<file path="config.mk">
export PLATFORM = sky130hd
export DESIGN_NAME = dclm_monitor
export DESIGN_NICKNAME = d
export VERILOG_FILES = /design/src/design/dclm_pkg.sv /design/src/design/dclm_monitor.sv
export SDC_FILE = /design/constraint.sdc
export NUM_CORES = 2
export LEC_CHECK = 0
export BUFFER_PORTS_ARGS = -buffer_cell sky130_fd_sc_hd__buf_2
export CAP_MARGIN = 20
export CORE_UTILIZATION = 64
export DETAILED_ROUTE_END_ITERATION = 16
export PLACE_DENSITY_LB_ADDON = 0.08
export RECOVER_POWER = 25
export SYNTH_ARGS = -nofsm -noshare
export SYNTH_HDL_FRONTEND = slang
export SYNTH_SLANG_ARGS = --single-unit
</file>
<file path="constraint.sdc">
create_clock -name sys_clk_i -period 11.6 [get_ports sys_clk_i]
set_input_delay 2.32 -clock sys_clk_i [delete_from_list [all_inputs] [get_ports sys_clk_i]]
set_output_delay 2.32 -clock sys_clk_i [all_outputs]
set_load 0.02 [all_outputs]
</file>
<file path="src/design/dclm_pkg.sv">
// package for the drive current-limit and overload monitor
`default_nettype none
package dclm_pkg;
  localparam int unsigned CLK_HZ          = 250_000_000;
  // 0.1 s time base for the alarm timers: one tick every 0.1 s
  localparam real         TICK_S          = 0.1;
  localparam int unsigned TICK_CYC        = int'(TICK_S * CLK_HZ);
  // 0.01 Hz/s slope units, applied once per tick
  localparam logic [15:0] DROP_SLOPE_RST  = 16'h03e8;   // 10.00 Hz/s
  localparam logic [11:0] CFG_RST         = 12'h000;
  localparam logic [11:0] CFG_MAX         = 12'h131;
  localparam logic [8:0]  OL_LEVEL_HEAVY  = 9'h096;     // 150 %
  localparam logic [8:0]  OL_LEVEL_LIGHT  = 9'h078;     // 120 %
  localparam logic [8:0]  UL_LEVEL_RST    = 9'h032;     // 50 %
  localparam logic [15:0] TIME_RST        = 16'h000a;   // 1.0 s in 0.1 s units
  localparam logic [8:0]  CL_LEVEL_RST    = 9'h0a0;     // 160 %, plain default
  // ones/tens/hundreds digit positions of the config word
  localparam int unsigned DIG_REF         = 0;
  localparam int unsigned DIG_POL         = 4;
  localparam int unsigned DIG_WIN         = 8;

  // APB register byte offsets
  localparam logic [7:0] A_CFG   = 8'h00;
  localparam logic [7:0] A_SLOPE = 8'h04;
  localparam logic [7:0] A_OL_LV = 8'h08;
  localparam logic [7:0] A_OL_T  = 8'h0c;
  localparam logic [7:0] A_UL_LV = 8'h10;
  localparam logic [7:0] A_UL_T  = 8'h14;
  localparam logic [7:0] A_CL_LV = 8'h18;
  localparam logic [7:0] A_STAT  = 8'h1c;
  localparam logic [7:0] A_FREQ  = 8'h20;

  typedef struct packed {
    logic        psel;
    logic        penable;
    logic        pwrite;
    logic [7:0]  paddr;
    logic [31:0] pwdata;
  } dclm_apb_req_s;

  typedef struct packed {
    logic        pready;
    logic        pslverr;
    logic [31:0] prdata;
  } dclm_apb_rsp_s;

  typedef struct packed {
    logic [15:0] target_freq;   // 0.01 Hz
    logic [15:0] lower_freq;    // 0.01 Hz
    logic [15:0] accel_step;    // 0.01 Hz per tick
    logic [15:0] meas_current;  // amps x10
    logic [15:0] rated_motor;   // amps x10
    logic [15:0] rated_drive;   // amps x10
    logic        run;
  } dclm_drive_s;

  typedef enum logic [1:0] {
    DCLM_ACCEL = 2'b00,
    DCLM_CONST = 2'b01,
    DCLM_HOLD  = 2'b10,
    DCLM_DROP  = 2'b11
  } dclm_mode_e;
endpackage
`default_nettype wire

</file>
<file path="src/design/dclm_monitor.sv">
// current-limit frequency governor and overload/underload pre-alarm monitor
// What this block does
// - over limit at constant speed: drop at slope
// - below limit again: resume accelerating to target
// - overload pre-alarm after overload time elapses
// - overload level default 150 or 120 percent
// - config word 0x000 to 0x131, reset zero
// - ones digit: motor or drive rated reference
// - tens 0: alarms only, keep running
// - tens 1: fault stop on overload only
// - tens 2: fault stop on underload only
// - tens 3: fault stop on either
// - hundreds digit: always or constant speed only
// - over limit while accelerating: hold frequency
// - underload pre-alarm after underload time, 50 percent
//
// The APB register port and the address map were decided locally.
`default_nettype none
module dclm_monitor #(
  parameter bit          HEAVY_DUTY = 1'b1,
  // cycles per 0.1 s tick; kept as a parameter so a short run can reach the timers
  parameter int unsigned TICK_DIV   = dclm_pkg::TICK_CYC
) (
  input  wire logic                   sys_clk_i,
  input  wire logic                   rst_i,
  input  wire dclm_pkg::dclm_apb_req_s apb_i,
  output var  dclm_pkg::dclm_apb_rsp_s apb_o,
  input  wire dclm_pkg::dclm_drive_s   drive_i,
  output logic [15:0]                 out_freq_o,
  output logic                        overload_alarm_o,
  output logic                        underload_alarm_o,
  output logic                        fault_stop_o
);
  import dclm_pkg::*;

  logic [11:0] cfg;
  logic [15:0] slope;
  logic [8:0]  ol_level;
  logic [15:0] ol_time;
  logic [8:0]  ul_level;
  logic [15:0] ul_time;
  logic [8:0]  cl_level;
  logic [31:0] tick_cnt;
  logic        tick;
  logic [15:0] freq;
  logic [15:0] ol_cnt;
  logic [15:0] ul_cnt;
  logic        ol_alarm;
  logic        ul_alarm;
  logic        fault;
  dclm_mode_e  mode;

  // ---- APB slave: zero wait state
  wire        wr_en   = apb_i.psel & apb_i.penable & apb_i.pwrite;
  wire [11:0] wcfg    = apb_i.pwdata[11:0];
  wire        cfg_ok  = (wcfg <= CFG_MAX) && (wcfg[7:4] <= 4'h3) && (wcfg[3:0] <= 4'h1);
  wire        known   = (apb_i.paddr <= A_FREQ) && (apb_i.paddr[1:0] == 2'b00);
  logic [31:0] rd_mux;
  always_comb begin
    unique case (apb_i.paddr)
      A_CFG:   rd_mux = {20'h0, cfg};
      A_SLOPE: rd_mux = {16'h0, slope};
      A_OL_LV: rd_mux = {23'h0, ol_level};
      A_OL_T:  rd_mux = {16'h0, ol_time};
      A_UL_LV: rd_mux = {23'h0, ul_level};
      A_UL_T:  rd_mux = {16'h0, ul_time};
      A_CL_LV: rd_mux = {23'h0, cl_level};
      A_STAT:  rd_mux = {26'h0, mode, fault, ul_alarm, ol_alarm, drive_i.run};
      A_FREQ:  rd_mux = {16'h0, freq};
      default: rd_mux = 32'h0;
    endcase
  end
  assign apb_o = '{pready: 1'b1, pslverr: apb_i.psel & apb_i.penable & ~known, prdata: rd_mux};

  always_ff @(posedge sys_clk_i or posedge rst_i) begin
    if (rst_i) begin
      cfg      <= CFG_RST;
      slope    <= DROP_SLOPE_RST;
      ol_level <= 9'h000;
      ol_time  <= TIME_RST;
      ul_level <= UL_LEVEL_RST;
      ul_time  <= TIME_RST;
      cl_level <= CL_LEVEL_RST;
    end else if (wr_en) begin
      if (apb_i.paddr == A_CFG && cfg_ok) cfg <= wcfg;
      if (apb_i.paddr == A_SLOPE) slope    <= apb_i.pwdata[15:0];
      if (apb_i.paddr == A_OL_LV) ol_level <= apb_i.pwdata[8:0];
      if (apb_i.paddr == A_OL_T)  ol_time  <= apb_i.pwdata[15:0];
      if (apb_i.paddr == A_UL_LV) ul_level <= apb_i.pwdata[8:0];
      if (apb_i.paddr == A_UL_T)  ul_time  <= apb_i.pwdata[15:0];
      if (apb_i.paddr == A_CL_LV) cl_level <= apb_i.pwdata[8:0];
    end
  end

  // overload level register resets to zero and means "use duty default"
  wire [8:0] ol_eff = (ol_level != 9'h000) ? ol_level :
                      (HEAVY_DUTY ? OL_LEVEL_HEAVY : OL_LEVEL_LIGHT);

  // ---- 0.1 s tick divider
  always_ff @(posedge sys_clk_i or posedge rst_i) begin
    if (rst_i) tick_cnt <= 32'h0;
    else if (tick) tick_cnt <= 32'h0;
    else tick_cnt <= tick_cnt + 32'h1;
  end
  assign tick = (tick_cnt == 32'(TICK_DIV - 1));

  // ---- current comparisons in percent of the chosen rated current
  wire [15:0] rated   = cfg[DIG_REF] ? drive_i.rated_drive : drive_i.rated_motor;
  function automatic logic above(input logic [15:0] i, input logic [15:0] r, input logic [8:0] pct);
    above = (32'(i) * 32'd100) > (32'(r) * 32'(pct));
  endfunction
  function automatic logic below(input logic [15:0] i, input logic [15:0] r, input logic [8:0] pct);
    below = (32'(i) * 32'd100) < (32'(r) * 32'(pct));
  endfunction
  wire over_cl  = above(drive_i.meas_current, rated, cl_level);
  wire over_ol  = above(drive_i.meas_current, rated, ol_eff);
  wire under_ul = below(drive_i.meas_current, rated, ul_level);

  // ---- frequency governor
  wire at_target = (freq >= drive_i.target_freq);
  wire [16:0] up_sum = {1'b0, freq} + {1'b0, drive_i.accel_step};
  wire [15:0] up_f   = (up_sum[15:0] > drive_i.target_freq || up_sum[16]) ? drive_i.target_freq : up_sum[15:0];
  // slope is per second; one tick is a tenth, so a tenth of the slope per tick
  wire [15:0] drop_s = slope / 16'd10;
  wire [16:0] dn_lim = {1'b0, drive_i.lower_freq} + {1'b0, drop_s};
  wire [15:0] dn_f   = ({1'b0, freq} > dn_lim) ? freq - drop_s : drive_i.lower_freq;
  dclm_mode_e next_mode;
  always_comb begin
    if (!drive_i.run || fault) next_mode = DCLM_CONST;
    // once dropping, keep dropping below target until the current falls back
    else if (over_cl) next_mode = (at_target || mode == DCLM_DROP) ? DCLM_DROP : DCLM_HOLD;
    else next_mode = at_target ? DCLM_CONST : DCLM_ACCEL;
  end

  logic [15:0] next_freq;
  always_comb begin
    next_freq = freq;
    if (!drive_i.run || fault) next_freq = 16'h0;
    else if (tick) begin
      unique case (mode)
        DCLM_ACCEL: next_freq = up_f;
        // a stale const mode right after run rises must not jump to target
        DCLM_CONST: next_freq = at_target ? drive_i.target_freq : freq;
        DCLM_HOLD:  next_freq = freq;
        DCLM_DROP:  next_freq = dn_f;
      endcase
    end
  end

  always_ff @(posedge sys_clk_i or posedge rst_i) begin
    if (rst_i) begin
      mode <= DCLM_CONST;
      freq <= 16'h0;
    end else begin
      mode <= next_mode;
      freq <= next_freq;
    end
  end

  // ---- pre-alarm timers, in 0.1 s ticks
  wire det_on = ~cfg[DIG_WIN] | (mode == DCLM_CONST);
  wire ol_cond = over_ol & det_on & drive_i.run;
  wire ul_cond = under_ul & det_on & drive_i.run;
  always_ff @(posedge sys_clk_i or posedge rst_i) begin
    if (rst_i) begin
      ol_cnt <= 16'h0;
      ul_cnt <= 16'h0;
    end else begin
      if (!ol_cond) ol_cnt <= 16'h0;
      else if (tick && ol_cnt != 16'hffff) ol_cnt <= ol_cnt + 16'h1;
      if (!ul_cond) ul_cnt <= 16'h0;
      else if (tick && ul_cnt != 16'hffff) ul_cnt <= ul_cnt + 16'h1;
    end
  end
  wire next_ol = ol_cond && (ol_cnt > ol_time);
  wire next_ul = ul_cond && (ul_cnt > ul_time);

  // stop policy from the tens digit
  wire [3:0] pol = cfg[DIG_POL +: 4];
  wire stop_ol = (pol == 4'h1) || (pol == 4'h3);
  wire stop_ul = (pol == 4'h2) || (pol == 4'h3);
  // fault latches until run is withdrawn; policy 0 never stops
  always_ff @(posedge sys_clk_i or posedge rst_i) begin
    if (rst_i) begin
      ol_alarm <= 1'b0;
      ul_alarm <= 1'b0;
      fault    <= 1'b0;
    end else begin
      ol_alarm <= next_ol;
      ul_alarm <= next_ul;
      if ((next_ol && stop_ol) || (next_ul && stop_ul)) fault <= 1'b1;
      else if (!drive_i.run) fault <= 1'b0;
    end
  end

  assign out_freq_o        = freq;
  assign overload_alarm_o  = ol_alarm;
  assign underload_alarm_o = ul_alarm;
  assign fault_stop_o      = fault;

  // ---- assertions
  // governor
  a_drop_not_rise: assert property (@(posedge sys_clk_i) disable iff (rst_i)
    (mode == DCLM_DROP && drive_i.run && !fault) |=> (freq <= $past(freq)))
    else $error("frequency rose while dropping");

  a_drop_stays: assert property (@(posedge sys_clk_i) disable iff (rst_i)
    (mode == DCLM_DROP && drive_i.run && !fault && over_cl) |=> (mode == DCLM_DROP))
    else $error("drop left while still over limit");

  a_freq_floor: assert property (@(posedge sys_clk_i) disable iff (rst_i)
    (mode == DCLM_DROP && drive_i.run && !fault) |=> (freq >= $past(drive_i.lower_freq)))
    else $error("frequency dropped below lower limit");

  a_hold_freq: assert property (@(posedge sys_clk_i) disable iff (rst_i)
    (mode == DCLM_HOLD && drive_i.run && !fault && $stable(drive_i.run)) |=> (freq == $past(freq)))
    else $error("frequency changed while held");

  a_hold_over_limit: assert property (@(posedge sys_clk_i) disable iff (rst_i)
    (drive_i.run && !fault && over_cl && !at_target && mode != DCLM_DROP) |=> (mode == DCLM_HOLD))
    else $error("no hold while accelerating over limit");

  a_resume_accel: assert property (@(posedge sys_clk_i) disable iff (rst_i)
    (drive_i.run && !fault && !over_cl && !at_target) |=> (mode == DCLM_ACCEL))
    else $error("no resume after current fell");

  a_accel_ceiling: assert property (@(posedge sys_clk_i) disable iff (rst_i)
    (mode == DCLM_ACCEL && drive_i.run && !fault) |=> (freq <= $past(drive_i.target_freq)))
    else $error("acceleration passed the target");

  // alarm timers
  a_ol_timer_reset: assert property (@(posedge sys_clk_i) disable iff (rst_i)
    !ol_cond |=> (ol_cnt == 16'h0))
    else $error("overload timer not restarted");

  a_ul_timer_reset: assert property (@(posedge sys_clk_i) disable iff (rst_i)
    !ul_cond |=> (ul_cnt == 16'h0))
    else $error("underload timer not restarted");

  a_ol_alarm_cause: assert property (@(posedge sys_clk_i) disable iff (rst_i)
    ol_alarm |-> $past(ol_cond) && ($past(ol_cnt) > $past(ol_time)))
    else $error("overload alarm without elapsed time");

  a_ul_alarm_cause: assert property (@(posedge sys_clk_i) disable iff (rst_i)
    ul_alarm |-> $past(ul_cond) && ($past(ul_cnt) > $past(ul_time)))
    else $error("underload alarm without elapsed time");

  a_ol_alarm_set: assert property (@(posedge sys_clk_i) disable iff (rst_i)
    (ol_cond && ol_cnt > ol_time) |=> ol_alarm)
    else $error("overload alarm missing after time");

  a_ul_alarm_set: assert property (@(posedge sys_clk_i) disable iff (rst_i)
    (ul_cond && ul_cnt > ul_time) |=> ul_alarm)
    else $error("underload alarm missing after time");

  a_ol_default: assert property (@(posedge sys_clk_i) disable iff (rst_i)
    (ol_level == 9'h000) |-> (ol_eff == (HEAVY_DUTY ? OL_LEVEL_HEAVY : OL_LEVEL_LIGHT)))
    else $error("overload level not the duty default");

  // stop policy and configuration
  a_policy_zero: assert property (@(posedge sys_clk_i) disable iff (rst_i)
    (pol == 4'h0 && !fault) |=> !fault)
    else $error("fault under alarm-only policy");

  a_stop_ol: assert property (@(posedge sys_clk_i) disable iff (rst_i)
    (next_ol && stop_ol) |=> fault)
    else $error("no stop on overload");

  a_stop_ul: assert property (@(posedge sys_clk_i) disable iff (rst_i)
    (next_ul && stop_ul) |=> fault)
    else $error("no stop on underload");

  a_no_stop_ul: assert property (@(posedge sys_clk_i) disable iff (rst_i)
    (pol == 4'h1 && !fault && !next_ol) |=> !fault)
    else $error("stop on underload under overload-only policy");

  a_no_stop_ol: assert property (@(posedge sys_clk_i) disable iff (rst_i)
    (pol == 4'h2 && !fault && !next_ul) |=> !fault)
    else $error("stop on overload under underload-only policy");

  a_fault_freq_zero: assert property (@(posedge sys_clk_i) disable iff (rst_i)
    fault |=> (freq == 16'h0))
    else $error("output frequency kept after fault stop");

  a_fault_clear: assert property (@(posedge sys_clk_i) disable iff (rst_i)
    !drive_i.run |=> !fault)
    else $error("fault kept after run withdrawn");

  a_cfg_range: assert property (@(posedge sys_clk_i) disable iff (rst_i)
    cfg <= CFG_MAX)
    else $error("config word out of range");

  a_window_const: assert property (@(posedge sys_clk_i) disable iff (rst_i)
    (cfg[DIG_WIN] && mode != DCLM_CONST) |-> !ol_cond && !ul_cond)
    else $error("detection outside constant speed");

  c_drop: cover property (@(posedge sys_clk_i) disable iff (rst_i) mode == DCLM_DROP);
  c_hold: cover property (@(posedge sys_clk_i) disable iff (rst_i) mode == DCLM_HOLD);
  c_ol_alarm: cover property (@(posedge sys_clk_i) disable iff (rst_i) $rose(ol_alarm));
  c_ul_alarm: cover property (@(posedge sys_clk_i) disable iff (rst_i) $rose(ul_alarm));
  c_fault: cover property (@(posedge sys_clk_i) disable iff (rst_i) $rose(fault));
endmodule
`default_nettype wire

</file>
==> metrics list <==
- Fraction of registers with async set or reset after synthesis: 1.00
- DRT antenna net count: 0
- STA classifies the critical path endpoint as a flip-flop.
- Final setup margin: about 1 ns
* Failing checks: max-capacitance violations, max-slew violations
- For this run, the top clock speed supported by timing is 94.5 MHz.
- In this run the worst path has a maximum fanout of 21.
* Initial Util: 0.655
- Data required time of the worst path: 11.94 ns
- First element of the critical path: slope[15]
* CP peak stage delay: ~0.81 ns
* Cell class contributing the biggest share of worst-path delay: compound AO/OA/AOI/OAI gates
- Setup total negative slack on the finished layout was measured at 0 ns.
- Final cell utilization of the core: 0.694
* Post-synthesis sequential area ratio: 0.148
* Hold path startpoint: tick_cnt[4]
* Worst Skew: 0.0163 ns
- Violation count after the first detailed-routing iteration: 1,473
- Compared with the post-synthesis result, the final layout area differs by 6.09%.
- Main area contributors after synthesis: sky130_fd_sc_hd__fa_1 (21%), sky130_fd_sc_hd__ha_1 (16%), sky130_fd_sc_hd__dfrtp_1 (13%)
- The completed layout was analyzed and its total power is 3.66 mW.
- Power density over the cells: 118 mW/mm^2
- Fin. max-slew vios: 111
* Reg-to-reg startpoint: slope[15]
- Of the total power, combinational logic draws 0.628.
- Max capacitance violation total: 1
* Setup repair after global routing missed its margin: false
- After clock tree synthesis, the flow added hold-fix buffers numbering 0.
* # fillers: around 3,600
* Antenna violations before repair: 2
- Post-route cell area: 0.0310 mm^2
* Final non-filler cell total: 3,983
* Synth warnings: 0
* Final critical path time including I/O delays and setup: 10.58 ns
- At the placement stage, the worst setup path has a slack of 1.09 ns.
- The internal power of the cells totals 1.94 mW.
- Worst hold endpoint: tick_cnt[4]
- TritonCTS built the clock tree.
* Die Width: approximately 220 um
* EDFF count, synth: 0
- Buffer count from post-CTS setup fixing: 0
* Net switching power figure: 1.72 mW
- The longest clock path from root to sink contains 2 buffers.
* Slowest library cell on the worst path: sky130_fd_sc_hd__dfrtp_1
- Hold path depth: 1
* Worst vdd ir: 143 uV
- Clock-pin slew was measured on the worst setup and hold paths at 0.08 ns.
- Layout Nets: roughly 4,200
- In this run the register-to-register setup slack is between 1 and 1.5 ns.
- After detailed placement, the total cell area comes to ~0.03 mm^2.
* Switching fraction of total power: 0.470
- Across every metal layer, demand over resource in global routing totals 0.345.
* Core outline area: 0.0446 mm^2
- The share of synthesized area in the top cell type comes to 0.213.
- Worst hold slack: roughly 0.47 ns
- The pre-antenna-repair detailed-routing pass consisted of 6 iterations.
- The cell area that synthesis handed to floorplanning was 0.0292 mm^2.
* Number of global-route vias before repair: between 20,000 and 25,000
- Synth Register Bits: 172
- Port buffering added 161 buffers.
* Resized cells post-CTS: 0
- The analysis attributes to cell leakage a power of around 16 nW.
* TritonCTS Sinks: 172
- Synthesis handed over a netlist of 3,301 instances.
* Hpwl dp: 60,900 um
* Average via count per standard cell: around 6
- Total congestion overflow after global routing: 0
- The min-delay analysis places its worst path in the category flip-flop to flip-flop.
- Worst Setup Start Kind: flip-flop
- Clk Latency, worst-skew pair: 0.49 ns
* Number of clock buffers inserted by TritonCTS: 17
* Clock root buffer master: sky130_fd_sc_hd__clkbuf_16
- Die Height: approximately 220 um
- Fraction of final layout cells sized beyond drive strength 1: 0.116
- Setup violations remaining at the end of the flow were counted as 0.
* Worst Setup Path Type: flip-flop to flip-flop
- Final hold violation count: 0
- The most used flip-flop cell after synthesis is sky130_fd_sc_hd__dfrtp_1.
- At the end of routability-driven placement, the weighted congestion stood at 0.930.
- The first global-routing pass estimated about 130,000 um of wire.
- Status: finished, violations left
* Most frequent cells after synthesis: sky130_fd_sc_hd__inv_1 (472), sky130_fd_sc_hd__nand2_1 (397), sky130_fd_sc_hd__ha_1 (375), sky130_fd_sc_hd__fa_1 (311), sky130_fd_sc_hd__dfrtp_1 (156)
- In the finished design, the share of the clock period the worst path needs comes to 0.912.
* Post-synthesis cell type count: between 100 and 150
* Row count: 77
* H-Tree Depth: 4
* Number of DRC violations after detailed routing: 0
* I/O pins: 195
* Placed Cells: 3,948
- Largest area contributor in the synthesized netlist: sky130_fd_sc_hd__fa_1
- Entering global routing, the biggest net connects 111 pins.
- Arrival time of the worst setup path: 10.92 ns
* Most repeated cell in the gate-level netlist after synthesis: sky130_fd_sc_hd__inv_1
* Post-Route WL: 77,900 um
- For the pin with the worst max-slew slack, the measured transition is 4.70 ns.
- The most numerous cell type found on the critical path is sky130_fd_sc_hd__a21oi_1.
- Count of buffer and inverter cells on the critical path: 2
- The die covers around 0.046 mm^2.
- Across all layers, the routed design uses 23,900 vias.
- Dividing the detail-routed wire length by the instance count gives 19.6 um.
- Average footprint of a synthesized cell: slightly below 9 um^2
- The number of cells on the worst reg-to-reg path is 43.
- Worst reg2reg endpoint: out_freq_o[8]
- Sequential power share: 0.200
- Headroom to the max-slew limit came out at -2.15.
- Relative contribution of the clock network to total power: 0.172
-- per-layer routing --
metal	vias to the layer above	global-route usage	share of wire
li1	11100	-	-
met1	11800	0.424	0.40
met2	853	0.601	0.50
met3	190	0.0574	0.069
met4	2	0.143	0.039
met5	-	0	0.00015
-- cells by family after synthesis --
| family | share of synthesized area |
|---|---|
| adders and majority gates | 0.374 |
| AOI/OAI and AO/OA | 0.125 |
| other | 0.000257 |
| and+or+nand+nor | 0.170 |
| DFF | 0.148 |
| xor gates and xnor gates | 0.0495 |
| buffers and inverters | 0.0837 |
| muxes | 0.0495 |
-- sequential cells by signal, indices dropped and copies added, names as in the netlist, 12 cells and up --
name	cells
tick_cnt	32
ol_cnt	16
ol_time	16
out_freq_o	16
slope	16
ul_cnt	16
ul_time	16
cfg	12
-- cell usage in the layout, fill, tap and decap left out, types with 14 or more instances in the layout --
cell type / count
sky130_fd_sc_hd__xnor2_1: 107
sky130_fd_sc_hd__and2_1: 154
sky130_fd_sc_hd__nor3_1: 23
sky130_fd_sc_hd__clkbuf_16: 17
sky130_fd_sc_hd__nand2_1: 397
sky130_fd_sc_hd__o21ai_0: 88
sky130_fd_sc_hd__dfstp_2: 16
sky130_fd_sc_hd__inv_1: 471
sky130_fd_sc_hd__and3_1: 18
sky130_fd_sc_hd__o21a_1: 34
sky130_fd_sc_hd__o221ai_1: 14
sky130_fd_sc_hd__a21o_1: 51
sky130_fd_sc_hd__a22oi_1: 14
sky130_fd_sc_hd__fa_1: 311
sky130_fd_sc_hd__nor2_1: 145
sky130_fd_sc_hd__nor2b_1: 44
sky130_fd_sc_hd__buf_4: 22
sky130_fd_sc_hd__dfrtp_1: 156
sky130_fd_sc_hd__o21bai_1: 42
sky130_fd_sc_hd__mux2i_1: 19
sky130_fd_sc_hd__nand4_1: 40
sky130_fd_sc_hd__a21oi_1: 140
sky130_fd_sc_hd__conb_1: 17
sky130_fd_sc_hd__a222oi_1: 19
sky130_fd_sc_hd__buf_2: 161
sky130_fd_sc_hd__mux2_2: 106
sky130_fd_sc_hd__nand2b_1: 36
sky130_fd_sc_hd__xor2_1: 58
sky130_fd_sc_hd__nand3_1: 49
sky130_fd_sc_hd__ha_1: 375
-- cell type report --
cell class / count / area, um^2 / area share
Clock buffer: 17 / 425 / 0.0137
Tap cell: 592 / 741 / 0.0239
Timing Repair Buffer: 185 / 978 / 0.0316
Multi-Input combinational cell: 2527 / 22500 / 0.726
Antenna cell: 2 / 5.00 / 0.000162
Inverter: 473 / 1780 / 0.0574
Sequential cell: 172 / 4320 / 0.140
Clock inverter: 15 / 219 / 0.00707
-- worst register-to-register path: cells and delay by family (launching register included) --
| kind | cells | cell delay, ns |
|---|---|---|
| xor gates and xnor gates | 2 | 0.40 |
| muxes | 3 | 0.85 |
| adders and majority gates | 3 | 0.92 |
| DFF | 1 | 0.81 |
| AOI/OAI and AO/OA | 24 | 5.12 |
| buffers and inverters | 2 | 0.42 |
| and+or+nand+nor | 9 | 1.88 |
-- power by group through the flow --
stage               clock network [mW]  logic [mW]  registers [mW]
floorplan                            0        1.71           0.699
global placement                     0        2.19           0.739
detailed placement                   0        2.27           0.740
CTS                              0.641        2.29           0.729
global route                     0.660        2.60           0.732
finish                           0.630        2.30           0.731
-- worst max path at each step --
stage | to | slack, ns | depth (start not counted)
floorplan | out_freq_o[3] | 2.41 | 44
global placement | fault_stop_o | 1.31 | 34
detailed placement | out_freq_o[8] | 1.09 | 43
CTS | out_freq_o[8] | 1.08 | 43
global route | out_freq_o[8] | 0.34 | 42
finish | out_freq_o[8] | 1.02 | 43
(Power assumes the default switching activity.)
